==> src/include/usb_cfg_regs_cfg.svh <==
// Command codes, field positions, reset values and timing of the configuration registers
`ifndef USB_CFG_REGS_CFG_SVH
`define USB_CFG_REGS_CFG_SVH

// ----------------------------------------
// Command codes
// ----------------------------------------
`define CMD_ADDR_WR     8'hB6
`define CMD_ADDR_RD     8'hB7
`define CMD_MODE_WR     8'hB8
`define CMD_MODE_RD     8'hB9
`define CMD_HW_WR       8'hBA
`define CMD_HW_RD       8'hBB

// ----------------------------------------
// Field positions
// ----------------------------------------
`define ADDR_EN_BIT     7
`define MODE_DMAWIDTH   7
`define MODE_SUSPEND    5
`define MODE_IRQ_EN     3
`define MODE_VERBOSE    2
`define MODE_PULLUP     0
`define HW_EXT_PULLUP   14
`define HW_SLOW_DIS     13
`define HW_CLK_ON       12
`define HW_DIV_HI       11
`define HW_DIV_LO       8

// ----------------------------------------
// Reset values and masks
// ----------------------------------------
`define ADDR_RESET      8'h00
`define MODE_RESET      8'h00
`define MODE_KEEP_MASK  8'h8F
`define HW_RESET        16'h2340
`define DATA_ZERO       16'h0000
`define BYTE_ZERO       8'h00

// ----------------------------------------
// Timing
// ----------------------------------------
`define CLK_HZ          25000000
`define SUSP_DELAY_US   2000
`define SLOW_CLK_HZ     100000
`define SUSP_CYCLES     (`SUSP_DELAY_US * (`CLK_HZ / 1000000))
`define SLOW_HALF       (`CLK_HZ / (2 * `SLOW_CLK_HZ))

`endif

==> src/include/usb_cfg_regs_pkg.sv <==
// Types shared by the configuration register set
package usb_cfg_regs_pkg;

  // ----------------------------------------
  // Command phase
  // ----------------------------------------
  typedef enum logic [2:0] {
    ph_idle,
    ph_wr_addr,
    ph_wr_mode,
    ph_wr_hw
  } cmd_phase_e;

  // ----------------------------------------
  // Whole module state
  // ----------------------------------------
  typedef struct packed {
    cmd_phase_e  phase;
    logic [7:0]  device_address_enable;
    logic [7:0]  controller_mode;
    logic [15:0] hardware_setup;
    logic [6:0]  active_addr;
    logic        active_en;
    logic        suspended;
    logic        susp_done;
    logic [15:0] susp_cnt;
    logic [3:0]  div_cnt;
    logic [3:0]  div_val;
    logic [6:0]  slow_cnt;
    logic        slow_level;
    logic        clock_output_pin;
    logic [15:0] rd_data;
    logic        irq;
  } cfg_state_s;

  // ----------------------------------------
  // Device event inputs
  // ----------------------------------------
  typedef struct packed {
    logic bulk_ack;
    logic iso_done;
    logic nak;
    logic error;
  } usb_events_s;

endpackage : usb_cfg_regs_pkg

==> src/hw/usb_device_config_registers.sv <==
// Configuration register set of a full-speed device controller
// Functional notes
// - Address bit 7 enables the function
// - Low seven address bits give device address
// - Mode write B8, read B9, one word
// - Mode holds one byte, upper discarded
// - Mode bit 7 selects DMA width
// - Suspend after writing 1 then 0
// - Mode bit 3 gates all interrupts
// - Bit 2: NAK/error, else ACK/iso interrupts
// - Bit 0 pull-up, ignored if external
// - Mode resets zero; some bits survive bus reset
// - Setup write BA, read BB, one word
// - Setup register two bytes wide
// - Setup register unchanged by bus reset
// - External pull-up select disables internal pull-up
// - Output clock divided, changes glitch-free
// - Slow clock output 2 ms after suspend
`timescale 1ns/1ps
`include "usb_cfg_regs_cfg.svh"

module usb_device_config_registers #(
  parameter int SUSP_CYCLES = `SUSP_CYCLES
) (
  // Clock and reset
  input  wire logic                         clk_i,
  input  wire logic                         rst_i,
  // Processor command bus
  input  wire logic                         bus_cmd_i,
  input  wire logic                         bus_wr_i,
  input  wire logic                         bus_rd_i,
  input  wire logic [15:0]                  bus_data_i,
  output      logic [15:0]                  bus_data_o,
  // USB side
  input  wire logic                         usb_bus_reset_i,
  input  wire logic                         address_commit_i,
  input  wire logic                         resume_i,
  input  wire usb_cfg_regs_pkg::usb_events_s events_i,
  // Controls
  output      logic                         function_enable_o,
  output      logic [6:0]                   assigned_usb_address_o,
  output      logic                         dma_width_select_o,
  output      logic                         suspended_o,
  output      logic                         irq_o,
  output      logic                         internal_pullup_connect_o,
  output      logic                         osc_stop_o,
  output      logic                         clock_output_pin_o
);

  localparam logic [15:0] SUSP_LAST = 16'(SUSP_CYCLES - 1);
  localparam logic [6:0]  SLOW_LAST = 7'(`SLOW_HALF - 1);

  usb_cfg_regs_pkg::cfg_state_s st;
  usb_cfg_regs_pkg::cfg_state_s next_st;

  // ----------------------------------------
  // Read data for a read command code
  // ----------------------------------------
  function automatic logic [15:0] read_value(input logic [7:0]                   code,
                                             input usb_cfg_regs_pkg::cfg_state_s s);
    unique case (code)
      `CMD_ADDR_RD: read_value = {`BYTE_ZERO, s.device_address_enable};
      `CMD_MODE_RD: read_value = {`BYTE_ZERO, s.controller_mode};
      `CMD_HW_RD:   read_value = s.hardware_setup;
      default:      read_value = s.rd_data;
    endcase
  endfunction : read_value

  // ----------------------------------------
  // Next state
  // ----------------------------------------
  logic       mode_wr;
  logic       susp_trigger;
  logic [4:0] div_half;
  logic       irq_src;

  always_comb begin
    next_st = st;
    mode_wr = (st.phase == usb_cfg_regs_pkg::ph_wr_mode) && bus_wr_i;
    // Falling write of the suspend bit after a stored one
    susp_trigger = mode_wr && st.controller_mode[`MODE_SUSPEND] &&
                   !bus_data_i[`MODE_SUSPEND];

    // Command phase: one data word per command
    if (bus_cmd_i) begin
      unique case (bus_data_i[7:0])
        `CMD_ADDR_WR: next_st.phase = usb_cfg_regs_pkg::ph_wr_addr;
        `CMD_MODE_WR: next_st.phase = usb_cfg_regs_pkg::ph_wr_mode;
        `CMD_HW_WR:   next_st.phase = usb_cfg_regs_pkg::ph_wr_hw;
        default:      next_st.phase = usb_cfg_regs_pkg::ph_idle;
      endcase
      next_st.rd_data = read_value(bus_data_i[7:0], st);
    end else if (bus_wr_i) begin
      next_st.phase = usb_cfg_regs_pkg::ph_idle;
    end

    // Register writes
    if (!bus_cmd_i && bus_wr_i) begin
      unique case (st.phase)
        usb_cfg_regs_pkg::ph_wr_addr: next_st.device_address_enable = bus_data_i[7:0];
        usb_cfg_regs_pkg::ph_wr_mode: next_st.controller_mode = bus_data_i[7:0];
        usb_cfg_regs_pkg::ph_wr_hw:   next_st.hardware_setup = bus_data_i;
        usb_cfg_regs_pkg::ph_idle:    next_st.phase = usb_cfg_regs_pkg::ph_idle;
      endcase
    end

    // Bus reset clears the non-kept mode bits and the active address, and sets the function enable
    if (usb_bus_reset_i) begin
      next_st.controller_mode = next_st.controller_mode & `MODE_KEEP_MASK;
      next_st.active_addr = 7'h00;
      next_st.active_en = 1'b1;
    end else if (address_commit_i) begin
      next_st.active_addr = st.device_address_enable[6:0];
      next_st.active_en = st.device_address_enable[`ADDR_EN_BIT];
    end

    // Suspend entry and delay
    if (susp_trigger) begin
      next_st.suspended = 1'b1;
      next_st.susp_done = 1'b0;
      next_st.susp_cnt = 16'h0000;
    end else if (resume_i || usb_bus_reset_i) begin
      next_st.suspended = 1'b0;
      next_st.susp_done = 1'b0;
      next_st.susp_cnt = 16'h0000;
    end else if (st.suspended && !st.susp_done) begin
      if (st.susp_cnt == SUSP_LAST) begin
        next_st.susp_done = 1'b1;
      end else begin
        next_st.susp_cnt = st.susp_cnt + 16'h0001;
      end
    end

    // Output divider, new factor taken only at period end
    div_half = (5'(st.div_val) + 5'h02) >> 1;
    if (st.div_cnt == st.div_val) begin
      next_st.div_cnt = 4'h0;
      next_st.div_val = st.hardware_setup[`HW_DIV_HI:`HW_DIV_LO];
    end else begin
      next_st.div_cnt = st.div_cnt + 4'h1;
    end

    // Slow clock generator
    if (st.slow_cnt == SLOW_LAST) begin
      next_st.slow_cnt = 7'h00;
      next_st.slow_level = !st.slow_level;
    end else begin
      next_st.slow_cnt = st.slow_cnt + 7'h01;
    end

    // Clock output selection
    if (st.susp_done) begin
      next_st.clock_output_pin = !st.hardware_setup[`HW_SLOW_DIS] && st.slow_level;
    end else begin
      next_st.clock_output_pin = 5'(st.div_cnt) < div_half;
    end

    // Interrupt selection and gating
    if (st.controller_mode[`MODE_VERBOSE]) begin
      irq_src = events_i.nak || events_i.error;
    end else begin
      irq_src = events_i.bulk_ack || events_i.iso_done;
    end
    next_st.irq = st.controller_mode[`MODE_IRQ_EN] && irq_src;
  end

  // ----------------------------------------
  // State register
  // ----------------------------------------
  always_ff @(posedge clk_i) begin
    if (rst_i) begin
      st <= '0;
      st.phase <= usb_cfg_regs_pkg::ph_idle;
      st.device_address_enable <= `ADDR_RESET;
      st.controller_mode <= `MODE_RESET;
      st.hardware_setup <= `HW_RESET;
      st.rd_data <= `DATA_ZERO;
    end else begin
      st <= next_st;
    end
  end

  // ----------------------------------------
  // Outputs
  // ----------------------------------------
  assign bus_data_o                = st.rd_data;
  assign function_enable_o         = st.active_en;
  assign assigned_usb_address_o    = st.active_addr;
  assign dma_width_select_o        = st.controller_mode[`MODE_DMAWIDTH];
  assign suspended_o               = st.suspended;
  assign irq_o                     = st.irq;
  assign internal_pullup_connect_o = st.controller_mode[`MODE_PULLUP] &&
                                     !st.hardware_setup[`HW_EXT_PULLUP];
  assign osc_stop_o                = st.susp_done && !st.hardware_setup[`HW_CLK_ON];
  assign clock_output_pin_o        = st.clock_output_pin;

  // ----------------------------------------
  // Assertions
  // ----------------------------------------
  property p_addr_store;
    @(posedge clk_i) disable iff (rst_i)
      (st.phase == usb_cfg_regs_pkg::ph_wr_addr && bus_wr_i && !bus_cmd_i)
      |=> (st.device_address_enable == $past(bus_data_i[7:0]));
  endproperty
  a_addr_store: assert property (p_addr_store) else $error("address write lost");

  property p_commit;
    @(posedge clk_i) disable iff (rst_i)
      (address_commit_i && !usb_bus_reset_i)
      |=> (function_enable_o == $past(st.device_address_enable[7]))
          && (assigned_usb_address_o == $past(st.device_address_enable[6:0]));
  endproperty
  a_commit: assert property (p_commit) else $error("address commit wrong");

  property p_one_word;
    @(posedge clk_i) disable iff (rst_i)
      (st.phase != usb_cfg_regs_pkg::ph_idle && bus_wr_i && !bus_cmd_i)
      |=> (st.phase == usb_cfg_regs_pkg::ph_idle);
  endproperty
  a_one_word: assert property (p_one_word) else $error("more than one word taken");

  property p_mode_byte;
    @(posedge clk_i) disable iff (rst_i)
      (mode_wr && !bus_cmd_i && !usb_bus_reset_i)
      |=> (st.controller_mode == $past(bus_data_i[7:0]));
  endproperty
  a_mode_byte: assert property (p_mode_byte) else $error("mode byte wrong");

  property p_mode_read;
    @(posedge clk_i) disable iff (rst_i)
      (bus_cmd_i && bus_data_i[7:0] == `CMD_MODE_RD)
      |=> (bus_data_o == {`BYTE_ZERO, $past(st.controller_mode)});
  endproperty
  a_mode_read: assert property (p_mode_read) else $error("mode read wrong");

  property p_dma_width;
    @(posedge clk_i) disable iff (rst_i)
      (mode_wr && !bus_cmd_i) |=> (dma_width_select_o == $past(bus_data_i[`MODE_DMAWIDTH]));
  endproperty
  a_dma_width: assert property (p_dma_width) else $error("DMA width select wrong");

  property p_suspend;
    @(posedge clk_i) disable iff (rst_i)
      susp_trigger
      |=> suspended_o && !st.susp_done && (st.susp_cnt == 16'h0000);
  endproperty
  a_suspend: assert property (p_suspend) else $error("suspend not entered");

  property p_irq_gate;
    @(posedge clk_i) disable iff (rst_i)
      !st.controller_mode[`MODE_IRQ_EN] |=> !irq_o;
  endproperty
  a_irq_gate: assert property (p_irq_gate) else $error("interrupt while disabled");

  property p_verbose;
    @(posedge clk_i) disable iff (rst_i)
      (st.controller_mode[`MODE_IRQ_EN] && st.controller_mode[`MODE_VERBOSE] && events_i.nak)
      |=> irq_o;
  endproperty
  a_verbose: assert property (p_verbose) else $error("NAK interrupt missing");

  property p_pullup;
    @(posedge clk_i) disable iff (rst_i)
      st.hardware_setup[`HW_EXT_PULLUP] |-> !internal_pullup_connect_o;
  endproperty
  a_pullup: assert property (p_pullup) else $error("pull-up not ignored");

  property p_bus_reset_keep;
    @(posedge clk_i) disable iff (rst_i)
      (usb_bus_reset_i && !bus_wr_i)
      |=> ((st.controller_mode & ~`MODE_KEEP_MASK) == `BYTE_ZERO)
          && ((st.controller_mode & `MODE_KEEP_MASK)
              == ($past(st.controller_mode) & `MODE_KEEP_MASK))
          && $stable(st.hardware_setup);
  endproperty
  a_bus_reset_keep: assert property (p_bus_reset_keep) else $error("bus reset wrong");

  property p_div_glitch;
    @(posedge clk_i) disable iff (rst_i)
      (st.div_cnt != st.div_val) |=> $stable(st.div_val);
  endproperty
  a_div_glitch: assert property (p_div_glitch) else $error("divider changed mid period");

  property p_osc_stop;
    @(posedge clk_i) disable iff (rst_i)
      osc_stop_o |-> suspended_o && !st.hardware_setup[`HW_CLK_ON];
  endproperty
  a_osc_stop: assert property (p_osc_stop) else $error("oscillator stopped early");

  property p_slow_off;
    @(posedge clk_i) disable iff (rst_i)
      (st.susp_done && st.hardware_setup[`HW_SLOW_DIS]) |=> !clock_output_pin_o;
  endproperty
  a_slow_off: assert property (p_slow_off) else $error("slow clock not held low");

  c_suspend_done: cover property (@(posedge clk_i) disable iff (rst_i) $rose(st.susp_done));
  c_irq:          cover property (@(posedge clk_i) disable iff (rst_i) $rose(irq_o));
  c_bus_reset:    cover property (@(posedge clk_i) disable iff (rst_i) usb_bus_reset_i);
  c_hw_write:     cover property (@(posedge clk_i) disable iff (rst_i)
                    st.phase == usb_cfg_regs_pkg::ph_wr_hw && bus_wr_i);

endmodule : usb_device_config_registers

==> config.mk <==
export PLATFORM = sky130hd
export DESIGN_NAME = usb_device_config_registers
export DESIGN_NICKNAME = d
export VERILOG_FILES = /design/src/include/usb_cfg_regs_pkg.sv /design/src/hw/usb_device_config_registers.sv
export VERILOG_INCLUDE_DIRS = /design/src /design/src/include
export SDC_FILE = /design/constraint.sdc
export NUM_CORES = 1
export LEC_CHECK = 0
export BUFFER_PORTS_ARGS = -buffer_cell sky130_fd_sc_hd__buf_2
export CORE_AREA = 2 2 121 76
export DETAILED_ROUTE_END_ITERATION = 10
export DIE_AREA = 0 0 123 78
export GPL_ROUTABILITY_DRIVEN = 1
export PLACE_DENSITY = 0.78
export RECOVER_POWER = 25
export SLEW_MARGIN = 10
export SYNTH_ARGS = -nofsm -noshare
export SYNTH_HDL_FRONTEND = slang
export SYNTH_SLANG_ARGS = --single-unit
==> constraint.sdc <==
create_clock -name clk_i -period 1.7 [get_ports clk_i]
set_input_delay 0 -clock clk_i [delete_from_list [all_inputs] [get_ports clk_i]]
set_output_delay 0 -clock clk_i [all_outputs]
set_load 0.02 [all_outputs]
==> impl_metrics.yaml, run 1 <==
outcome:
  status: "finished clean"
floorplanning:
  die_x_um: 123
  ios: 58
  die-area_um2: 9590
  initial_core_util: 0.516
  dieHeight_um: 78
  core_um2: 8390
  rows: 26
clock_tree:
  cts_tree: "done"
  clock_latency_ps: 350
  h-tree-depth: 3
  cts_buffers: 9
  clockBufferDepth: 2
  cts.sinks: 95
  cts-root-buf: "clkbuf_16"
  path_clk_slew_ps: 70
logic_synthesis:
  yosysWarnings: 0
  syn_area_per_cell_um2: 9.39
  post_synth_instance_area_um2: 4330
  synth-seq-area-share: 0.439
  synth_edf_count: 0
  synth.ff_latch_count: 95
  synthFlopType: "dfxtp_1"
  async_flop_share: 0
  synth_fp_nets: 497
  synth.distinct_cells: 50
  syn_inst: 461
grt:
  antenna_found_initial: 0
  grt_pass1_wl_um: 16100
  grt.total_usage: 0.215
  grt_max_degree: 63
  grt_pass1_vias: 3400
  grt.overflow.total: 0
routing:
  vias: 3534
  ant_nets: 0
  drc: 0
  wl_per_cell_um: 15.6
  drt_iter0_drc: 258
  drt_wl_total_um: 9890
  dr.pass1.iters: 5
  viasPerCell: 5.57
placement:
  gp_congestion: 0.829
  hpwl_um: 6550
  port_buffers: 56
  place_area_um2: 4620
critical_path:
  crit_required_ps: 1980
  cp.arrival_ps: 1950
  endpoint_kind: "flip-flop"
  worstPathMaxFanout: 7
  critPathKind: "flip-flop to flip-flop"
  crit_path_start_kind: "flip-flop"
worst_hold_path:
  hold_class: "primary input to flip-flop"
final_layout:
  final_common_cell: "dfxtp_1"
  drive_gt1_frac: 0.191
  final_nets: 554
  postLayoutCellArea_um2: 5230
  final_cell_mix: "91 x dfxtp_1, 65 x nor2_1, 48 x mux2i_1"
  utilization: 0.623
  antennaDiodeCount: 0
  syn_to_final_growth_pct: 20.8
  fillCellCount: 705
timing:
  fin_crit_sh: 0.979
  setup_viol_count_final: 0
  slew_headroom: 0.611
  drv_slew: 0
  fin_crit_ps: 1660
  fmax_ghz: 0.601
  final_hold_viol_count: 0
  tightest_slew_ps: 583
  fin_skew_ps: 7.72
power:
  powerDensity_nw_per_um2: 1020
  p_leak_nw: 2.01
  peakVddDrop_mv: 0.599
  total_power_w: 0.00532
job:
  maxCapViolations: 0
-- metrics by stage --
| step | std cells | hold slack (ps) | setup WS [ps] | TNS, ps |
|---|---|---|---|---|
| after detailed placement | 601 | 219 | -99.6 | -625 |
| final | 635 | 7.75 | 35.1 | 0 |
| after CTS | 634 | 2.14 | 13.3 | 0 |
| after global placement | 601 | 213 | -60.0 | -291 |
| after floorplan | 461 | 76.7 | 14.7 | 0 |
| after global routing | 635 | 38.0 | -61.9 | -65.2 |
-- repair_timing --
item	in CTS	in global routing
gates resized for setup	5	24
setup endpoints to repair	10	15
hold buffers	17	0
gates cloned	0	0
hold endpoints to repair	26	0
pin swaps	3	6
buffers inserted	0	1
-- layer usage --
metal | track usage | wire [um] | up-vias
met5 | 0 | 0 | -
li1 | - | - | 1722
met1 | 0.288 | 4660 | 1695
met2 | 0.334 | 4490 | 101
met4 | 0.0739 | 161 | 0
met3 | 0.0566 | 585 | 16
-- worst paths after layout --
kind	slack, ps	startpoint	depth (start not counted)	endpoint
max	40	st[34]$_SDFFE_PP0P_	6	st[47]$_SDFFE_PP0P_
min	8	events_i[3]	3	irq_o$_SDFF_PP0_
max reg2reg	40	st[34]$_SDFFE_PP0P_	6	st[47]$_SDFFE_PP0P_
min reg2reg	450	bus_data_o[14]$_SDFFE_PP0P_	2	bus_data_o[14]$_SDFFE_PP0P_
-- area by class of cell --
| type | count | area, um^2 | area share |
|---|---|---|---|
| Clock inverter | 7 | 145 | 0.0278 |
| Clock buffer | 9 | 225 | 0.0431 |
| Inverter | 12 | 45.0 | 0.00861 |
| Multi-Input combinational cell | 305 | 2160 | 0.412 |
| Sequential cell | 95 | 1910 | 0.365 |
| Timing Repair Buffer | 95 | 608 | 0.116 |
| Tap cell | 112 | 140 | 0.0268 |
-- Yosys cell counts (all sizes together), types with 4 or more instances --
| cell type | count | area (um^2) |
|---|---|---|
| nand3b | 10 | 75.1 |
| or4 | 10 | 75.1 |
| nand2b | 5 | 31.3 |
| nand4 | 14 | 93.8 |
| nor2b | 5 | 31.3 |
| mux2i | 48 | 480 |
| buf | 34 | 241 |
| nor2 | 65 | 244 |
| mux2 | 7 | 78.8 |
| xnor2 | 10 | 87.6 |
| and4 | 5 | 43.8 |
| ha | 8 | 100 |
| xor2 | 5 | 43.8 |
| nand2 | 16 | 60.1 |
| inv | 12 | 45.0 |
| o31ai | 10 | 75.1 |
| nand3 | 11 | 55.1 |
| o21ai | 14 | 70.1 |
| clkbuf | 15 | 56.3 |
| dfxtp | 95 | 1900 |
| a211o | 4 | 35.0 |
| a21oi | 23 | 115 |
-- power breakdown --
group | internal [W] | leakage [nW] | switching [W]
Combinational | 0.000242 | 1.06 | 0.000267
Clock | 0.00159 | 0.176 | 0.000878
Sequential | 0.00228 | 0.770 | 0.0000602
Total | 0.00412 | 2.01 | 0.00120
-- kinds of logic (layout without fill, tap and decap cells) --
kind of cell / after synthesis / count (layout) / synth area share
buf+inv: 61 / 123 / 0.0792
flops: 95 / 95 / 0.439
xor+xnor: 15 / 15 / 0.0304
mux: 55 / 55 / 0.129
simple gates: 165 / 165 / 0.208
compound gates: 62 / 62 / 0.0911
fa+ha+maj: 8 / 8 / 0.0231
-- state kept, by name (all words and copies together), names as in the netlist --
| register | flops |
|---|---|
| dma_width_select_o | 1 |
| assigned_usb_address_o | 7 |
| function_enable_o | 1 |
| bus_data_o | 16 |
| suspended_o | 1 |
| clock_output_pin_o | 1 |
| st | 67 |
| irq_o | 1 |
-- worst max-delay path, stage by stage, from the launching register on --
cell and delay, ps:
dfxtp_4 360, ha_4 160, and3_4 170, and4_4 230, buf_6 130, or4_4 410
a21oi_2 150
No activity file was read; power rests on OpenSTA's default activity.
==> inputs of run 2 (changes only) <==
- ABC_AREA: default -> 1
- CORE_AREA: 2 2 121 76 -> 2 2 123 77
- DIE_AREA: 0 0 123 78 -> 0 0 125 79
==> run 2 against run 1 <==
Net effect:
- sequential share of layout area decreased by 0.27 points
- power is 3.2% lower
- worst hold slack improved by 20 ps
- first-iteration DRC count up 84%
- count of clock-buffer cells in the layout up 2
- non-clock buffer count decreased by 3
- largest cell class unchanged
- flip-flop and latch count is the same
- clock skew is 1.5 ps higher
- highest routed layer unchanged
- area after synthesis grew 2.9%
- register-to-register slack better by 110 ps
- fmax increased by 5.3%
- final area rose by 0.41%
==> impl_metrics.yaml, run 2 <==
outcome:
  status: "finished clean"
clock_tree:
  cts_tree: "done"
  clock_latency_ps: 340
  h-tree-depth: 3
  cts.sinks: 95
  clockBufferDepth: 2
  path_clk_slew_ps: 70
  cts_buffers: 9
  cts-root-buf: "clkbuf_16"
  post_cts_buffers: 0
timing:
  fmax_ghz: 0.633
  tns_ps: 0
  fin_worst_hold_slack_ps: 27.9
  drv_slew: 0
  slew_headroom: 0.599
  tightest_slew_ps: 601
  setup_slack_ps: 119
  rsz0062_at_grt: "false"
  fin_crit_sh: 0.930
  fin_crit_ps: 1580
  final_hold_viol_count: 0
  setup_viol_count_final: 0
  fin_skew_ps: 9.18
critical_path:
  critPathLaunch: "bus_cmd_i"
  crit_required_ps: 1970
  cp.arrival_ps: 1860
  endpoint_kind: "flip-flop"
  crit_path_start_kind: "primary input"
  critPathKind: "primary input to flip-flop"
  worstPathMaxFanout: 20
  r2r-start: "st[35]$_SDFFE_PP0P_"
logic_synthesis:
  synth_fp_nets: 660
  synth.top_cell.area_share: 0.427
  syn_area_per_cell_um2: 7.14
  async_flop_share: 0
  synth.distinct_cells: 31
  syn_inst: 624
  yosys-top-cells-area: "dfxtp_1 43%, nand2_1 9.7%, nor2_1 8.7%, a21oi_1 5.8%, nand3_1 5.4%"
  synth_common_cells: "115 x nand2_1, 103 x nor2_1, 95 x dfxtp_1"
  synth_top_cell_by_area: "dfxtp_1"
  synthFlopType: "dfxtp_1"
  muxShareOfSynthArea: 0
  synth.ff_latch_count: 95
  synth_top_family_by_area: "simple AND/OR/NAND/NOR gates"
  synth_adder_area_share: 0.0225
  synth_most_common_cell: "nand2_1"
  synth_edf_count: 0
  synth_xor_area_frac: 0.0315
  post_synth_instance_area_um2: 4450
  yosys.area_share.simple: 0.285
  synth_compound_area_frac: 0.116
  synth-seq-area-share: 0.427
  yosysWarnings: 0
placement:
  port_buffers: 56
  pre_cts_ws_ps: 159
  gp_congestion: 0.893
  hpwl_um: 7370
  place_inst: 765
grt:
  grt_use_met1: 0.292
  grt_pass1_wl_um: 16800
  use_met2: 0.322
  grt.overflow.total: 0
  grt_pass1_vias: 3625
  grt.total_usage: 0.211
  busiest_layer: "met2"
  grt_use_met3: 0.0559
  antenna_found_initial: 0
  grt_max_degree: 37
floorplanning:
  ios: 58
  die_x_um: 125
  core_um2: 8850
  dieHeight_um: 79
  initial_core_util: 0.503
  rows: 27
  die-area_um2: 9880
routing:
  wl_per_cell_um: 13.0
  viasPerCell: 5.10
  drt_iter0_drc: 474
  vias: 4114
  drc: 0
  dr.pass1.iters: 4
  ant_nets: 0
  drt_wl_total_um: 10500
power:
  powerDensity_nw_per_um2: 981
  p_leak_nw: 2.13
  peakVddDrop_mv: 0.553
final_layout:
  final_nets: 721
  largest_reg_flops: 67
  final_common_cell: "nand2_1"
  fillCellCount: 817
  final_cell_mix: "115 x nand2_1, 103 x nor2_1, 94 x dfxtp_1"
  final_cell_count_no_fill: 806
  drive_gt1_frac: 0.103
  antennaDiodeCount: 0
  syn_to_final_growth_pct: 17.9
  regMostFlops: "st"
worst_hold_path:
  hold_start: "bus_data_i[1]"
  hold_class: "primary input to flip-flop"
job:
  maxCapViolations: 0
==> run 2: logic make-up (layout without fill, tap and decap cells) <==
family / after synthesis / count (layout)
simple gates: 296 / 296
buf+inv: 108 / 174
compound gates: 101 / 101
flops: 95 / 95
xor+xnor: 16 / 16
fa+ha+maj: 8 / 8
==> run 2: power breakdown <==
part           internal, W  switching (W)  leakage [nW]  total [W]
Combinational     0.000237       0.000348          1.21   0.000584
Clock              0.00133       0.000845         0.156    0.00217
Sequential         0.00231      0.0000841         0.768    0.00239
Total              0.00387        0.00128          2.13    0.00515
==> run 2: area by class of cell <==
cell class / count / area (um^2) / share of cell area
repair inverters: 1 / 7.51 / 0.00143
clock buffers: 11 / 243 / 0.0462
clock inverters: 5 / 81.3 / 0.0155
flip-flops and latches: 95 / 1900 / 0.362
multi-input cells: 421 / 2050 / 0.390
repair buffers: 92 / 576 / 0.110
well taps: 116 / 145 / 0.0276
inverters: 65 / 248 / 0.0472
==> run 2: worst max-delay path: stages <==
cell and delay, ps:
dlygate4sd3_1 550, buf_2 160, inv_1 70, nand2_1 70, inv_1 80, nand4_1 110
inv_1 480, o21ai_0 190, a21oi_1 150
==> run 2: final timing paths <==
| check | end | slack (ps) | cells past startpoint |
|---|---|---|---|
| min reg2reg | st[75]$_SDFFE_PP0P_ | 460 | 2 |
| max | st[65]$_SDFFE_PP0P_ | 120 | 9 |
| min | st[61]$_SDFFE_PP0P_ | 30 | 3 |
| max reg2reg | st[41]$_SDFFE_PP0P_ | 150 | 8 |
==> run 2: timing repair <==
action                                  in CTS  in global routing
resized for setup                            0                  8
hold endpoints to repair                    39                  0
endpoints found under the setup margin       0                 18
hold buffers                                24                  0
==> run 2: per-stage QoR <==
step	area (um^2)	utilization	total power, W
after floorplan	4450	-	0.00282
after global placement	4690	0.530	0.00295
after detailed placement	4690	0.530	0.00298
after CTS	5250	0.594	0.00519
after global routing	5250	0.593	0.00535
final	5250	0.593	0.00515
==> run 2: routing by layer <==
metal,wire [um],share of wire,vias up
met5,0,0,-
met4,133,0.013,0
met3,623,0.059,14
met2,4430,0.42,116
met1,5320,0.51,1878
li1,-,-,2106
==> inputs of run 3 (changes only) <==
- PLACE_DENSITY: 0.78 -> 0.86
- SKIP_CTS_REPAIR_TIMING: default -> 1
==> run 3 against run 2 <==
Net effect:
- the flow now finishes with violations (negative hold slack)
- global-route usage grew 0.45 points
- core utilization shrank 0.95 points
- sequential power is essentially flat
- register-to-register slack lost 40 ps
- clock skew shrank 2.2 ps
- sequential share of layout area grew 0.61 points
- fmax shrank 0.65%
- clock power grew 13%
- die area is the same
- count of clock-buffer cells in the layout shrank 1
- worst setup slack lost 10 ps
- power grew 5.4%
- critical path type is now flip-flop to flip-flop
- largest cell class unchanged
==> impl_metrics.yaml, run 3 (same netlist as run 2, synthesis figures left out) <==
critical_path:
  cp.arrival_ps: 1860
  cp.buffers_inverters: 1
  critPathTopFamily: "simple AND/OR/NAND/NOR gates"
  critical-path-slowest-cell: "dfxtp_2"
  path_common_cell: "nand2_4"
  worstPathMaxFanout: 9
  crit_path_start_kind: "flip-flop"
  cp_cell_sequence: "ha_1 -> nand3_1 -> nor2_2 -> nand2_4 -> nand2_4 -> buf_4 -> nand2_1 -> a21oi_1"
  endpoint_kind: "flip-flop"
  crit_required_ps: 1970
  critPathKind: "flip-flop to flip-flop"
  critical-path-max-stage-delay_ps: 350
power:
  combinationalPowerShare: 0.106
  p_seq_frac: 0.441
  p_leak_nw: 2.13
  pwr-share-clk: 0.452
  total_power_w: 0.00542
  powerDensity_nw_per_um2: 1050
  peakVddDrop_mv: 0.599
  p_int_w: 0.00415
  netSwitchingFraction: 0.235
  p_sw_w: 0.00127
final_layout:
  regArea_um2: 1900
  final_cell_mix: "115 x nand2_1, 103 x nor2_1, 93 x dfxtp_1"
  regMostFlops: "st"
  multi_input_area_um2: 2030
  final_nets: 710
  fillCellCount: 777
  final_common_cell: "nand2_1"
  antennaDiodeCount: 0
  syn_to_final_growth_pct: 16.0
  largest_reg_flops: 67
  drive_gt1_frac: 0.103
  utilization: 0.584
floorplanning:
  initial_core_util: 0.503
  die-area_um2: 9880
  die_x_um: 125
  core_um2: 8850
  rows: 27
  dieHeight_um: 79
  ios: 58
timing:
  drv_slew: 0
  fin_crit_sh: 0.936
  tightest_slew_ps: 626
  setup_viol_count_final: 0
  setup_slack_ps: 109
  slew_headroom: 0.580
  fmax_ghz: 0.628
  fin_skew_ps: 7.00
  fin_worst_hold_slack_ps: -39.2
  fin_crit_ps: 1590
  final_hold_viol_count: 11
grt:
  grt.overflow.total: 0
  grt_max_degree: 43
  antenna_found_initial: 0
  grt.total_usage: 0.216
  grt_pass1_vias: 3701
  grt_pass1_wl_um: 17200
clock_tree:
  cts.sinks: 95
  h-tree-depth: 3
  cts-root-buf: "clkbuf_16"
  clockBufferDepth: 2
  path_clk_slew_ps: 70
  clock_latency_ps: 340
  cts_tree: "done"
  cts_buffers: 9
routing:
  vias: 4191
  drt_iter0_drc: 367
  viasPerCell: 5.28
  ant_nets: 0
  drt_wl_total_um: 10900
  wl_per_cell_um: 13.7
  dr.pass1.iters: 5
  drc: 0
placement:
  gp_congestion: 0.879
  port_buffers: 56
  hpwl_um: 7700
  pre_cts_ws_ps: 108
job:
  maxCapViolations: 0
outcome:
  status: "finished with violations"
  violations: "negative hold slack"
worst_hold_path:
  hold_class: "primary input to flip-flop"
==> run 3: cell types whose count changed in the layout (fill, tap and decap cells not counted), sizes merged <==
cell         change
inv              +1
clkinv           -2
bufinv           +2
dlygate4sd3     -11
clkbuf           -1
clkinvlp         -1
==> run 3: worst paths after layout <==
path,from,end,slack (ps),cells after the start
worst max-delay path,st[35]$_SDFFE_PP0P_,st[41]$_SDFFE_PP0P_,110,8
worst min-delay path,events_i[0],irq_o$_SDFF_PP0_,-40,3
worst max register to register,st[35]$_SDFFE_PP0P_,st[41]$_SDFFE_PP0P_,110,8
worst min register to register,assigned_usb_address_o[4]$_SDFFE_PP0P_,assigned_usb_address_o[4]$_SDFFE_PP0P_,460,2
==> run 3: final cells by class <==
type | instances | area share
flip-flops and latches | 95 | 0.369
repair inverters | 1 | 0.00145
well taps | 116 | 0.0281
multi-input cells | 421 | 0.393
repair buffers | 81 | 0.0893
inverters | 65 | 0.0479
clock buffers | 10 | 0.0462
clock inverters | 5 | 0.0249
==> run 3: routing by layer <==
layer | global-route usage | up-vias | wire length (um)
li1 | - | 2082 | -
met1 | 0.298 | 1903 | 5050
met2 | 0.335 | 181 | 4850
met3 | 0.0465 | 25 | 809
met4 | 0.0789 | 0 | 199
met5 | 0 | - | 0
==> run 3: power by group through the flow <==
stage               clock, W  combinational, W  sequential [W]
floorplan                  0          0.000384         0.00243
global placement           0          0.000516         0.00243
detailed placement         0          0.000558         0.00244
CTS                  0.00248          0.000564         0.00239
global route         0.00256          0.000654         0.00240
finish               0.00245          0.000578         0.00239
==> run 3: worst reg2reg max path, delay by kind of cell, from the launching register on <==
kind                     cells  cell delay [ps]
flip-flops                   1              350
AND/OR/NAND/NOR              5              650
buffers and inverters        1              190
AO/OA/AOI/OAI                1              130
adder cells (fa/ha/maj)      1              180
==> run 3: metrics by stage <==
step	TNS (ps)	std cells	instance area, um^2	hold WS [ps]
6_report	0	794	5170	-39.2
3_5_place_dp	0	765	4690	228
2_1_floorplan	0	624	4450	78.1
4_1_cts	0	780	5060	-128
3_3_place_gp	0	765	4690	219
5_1_grt	-5.58	794	5170	0.233
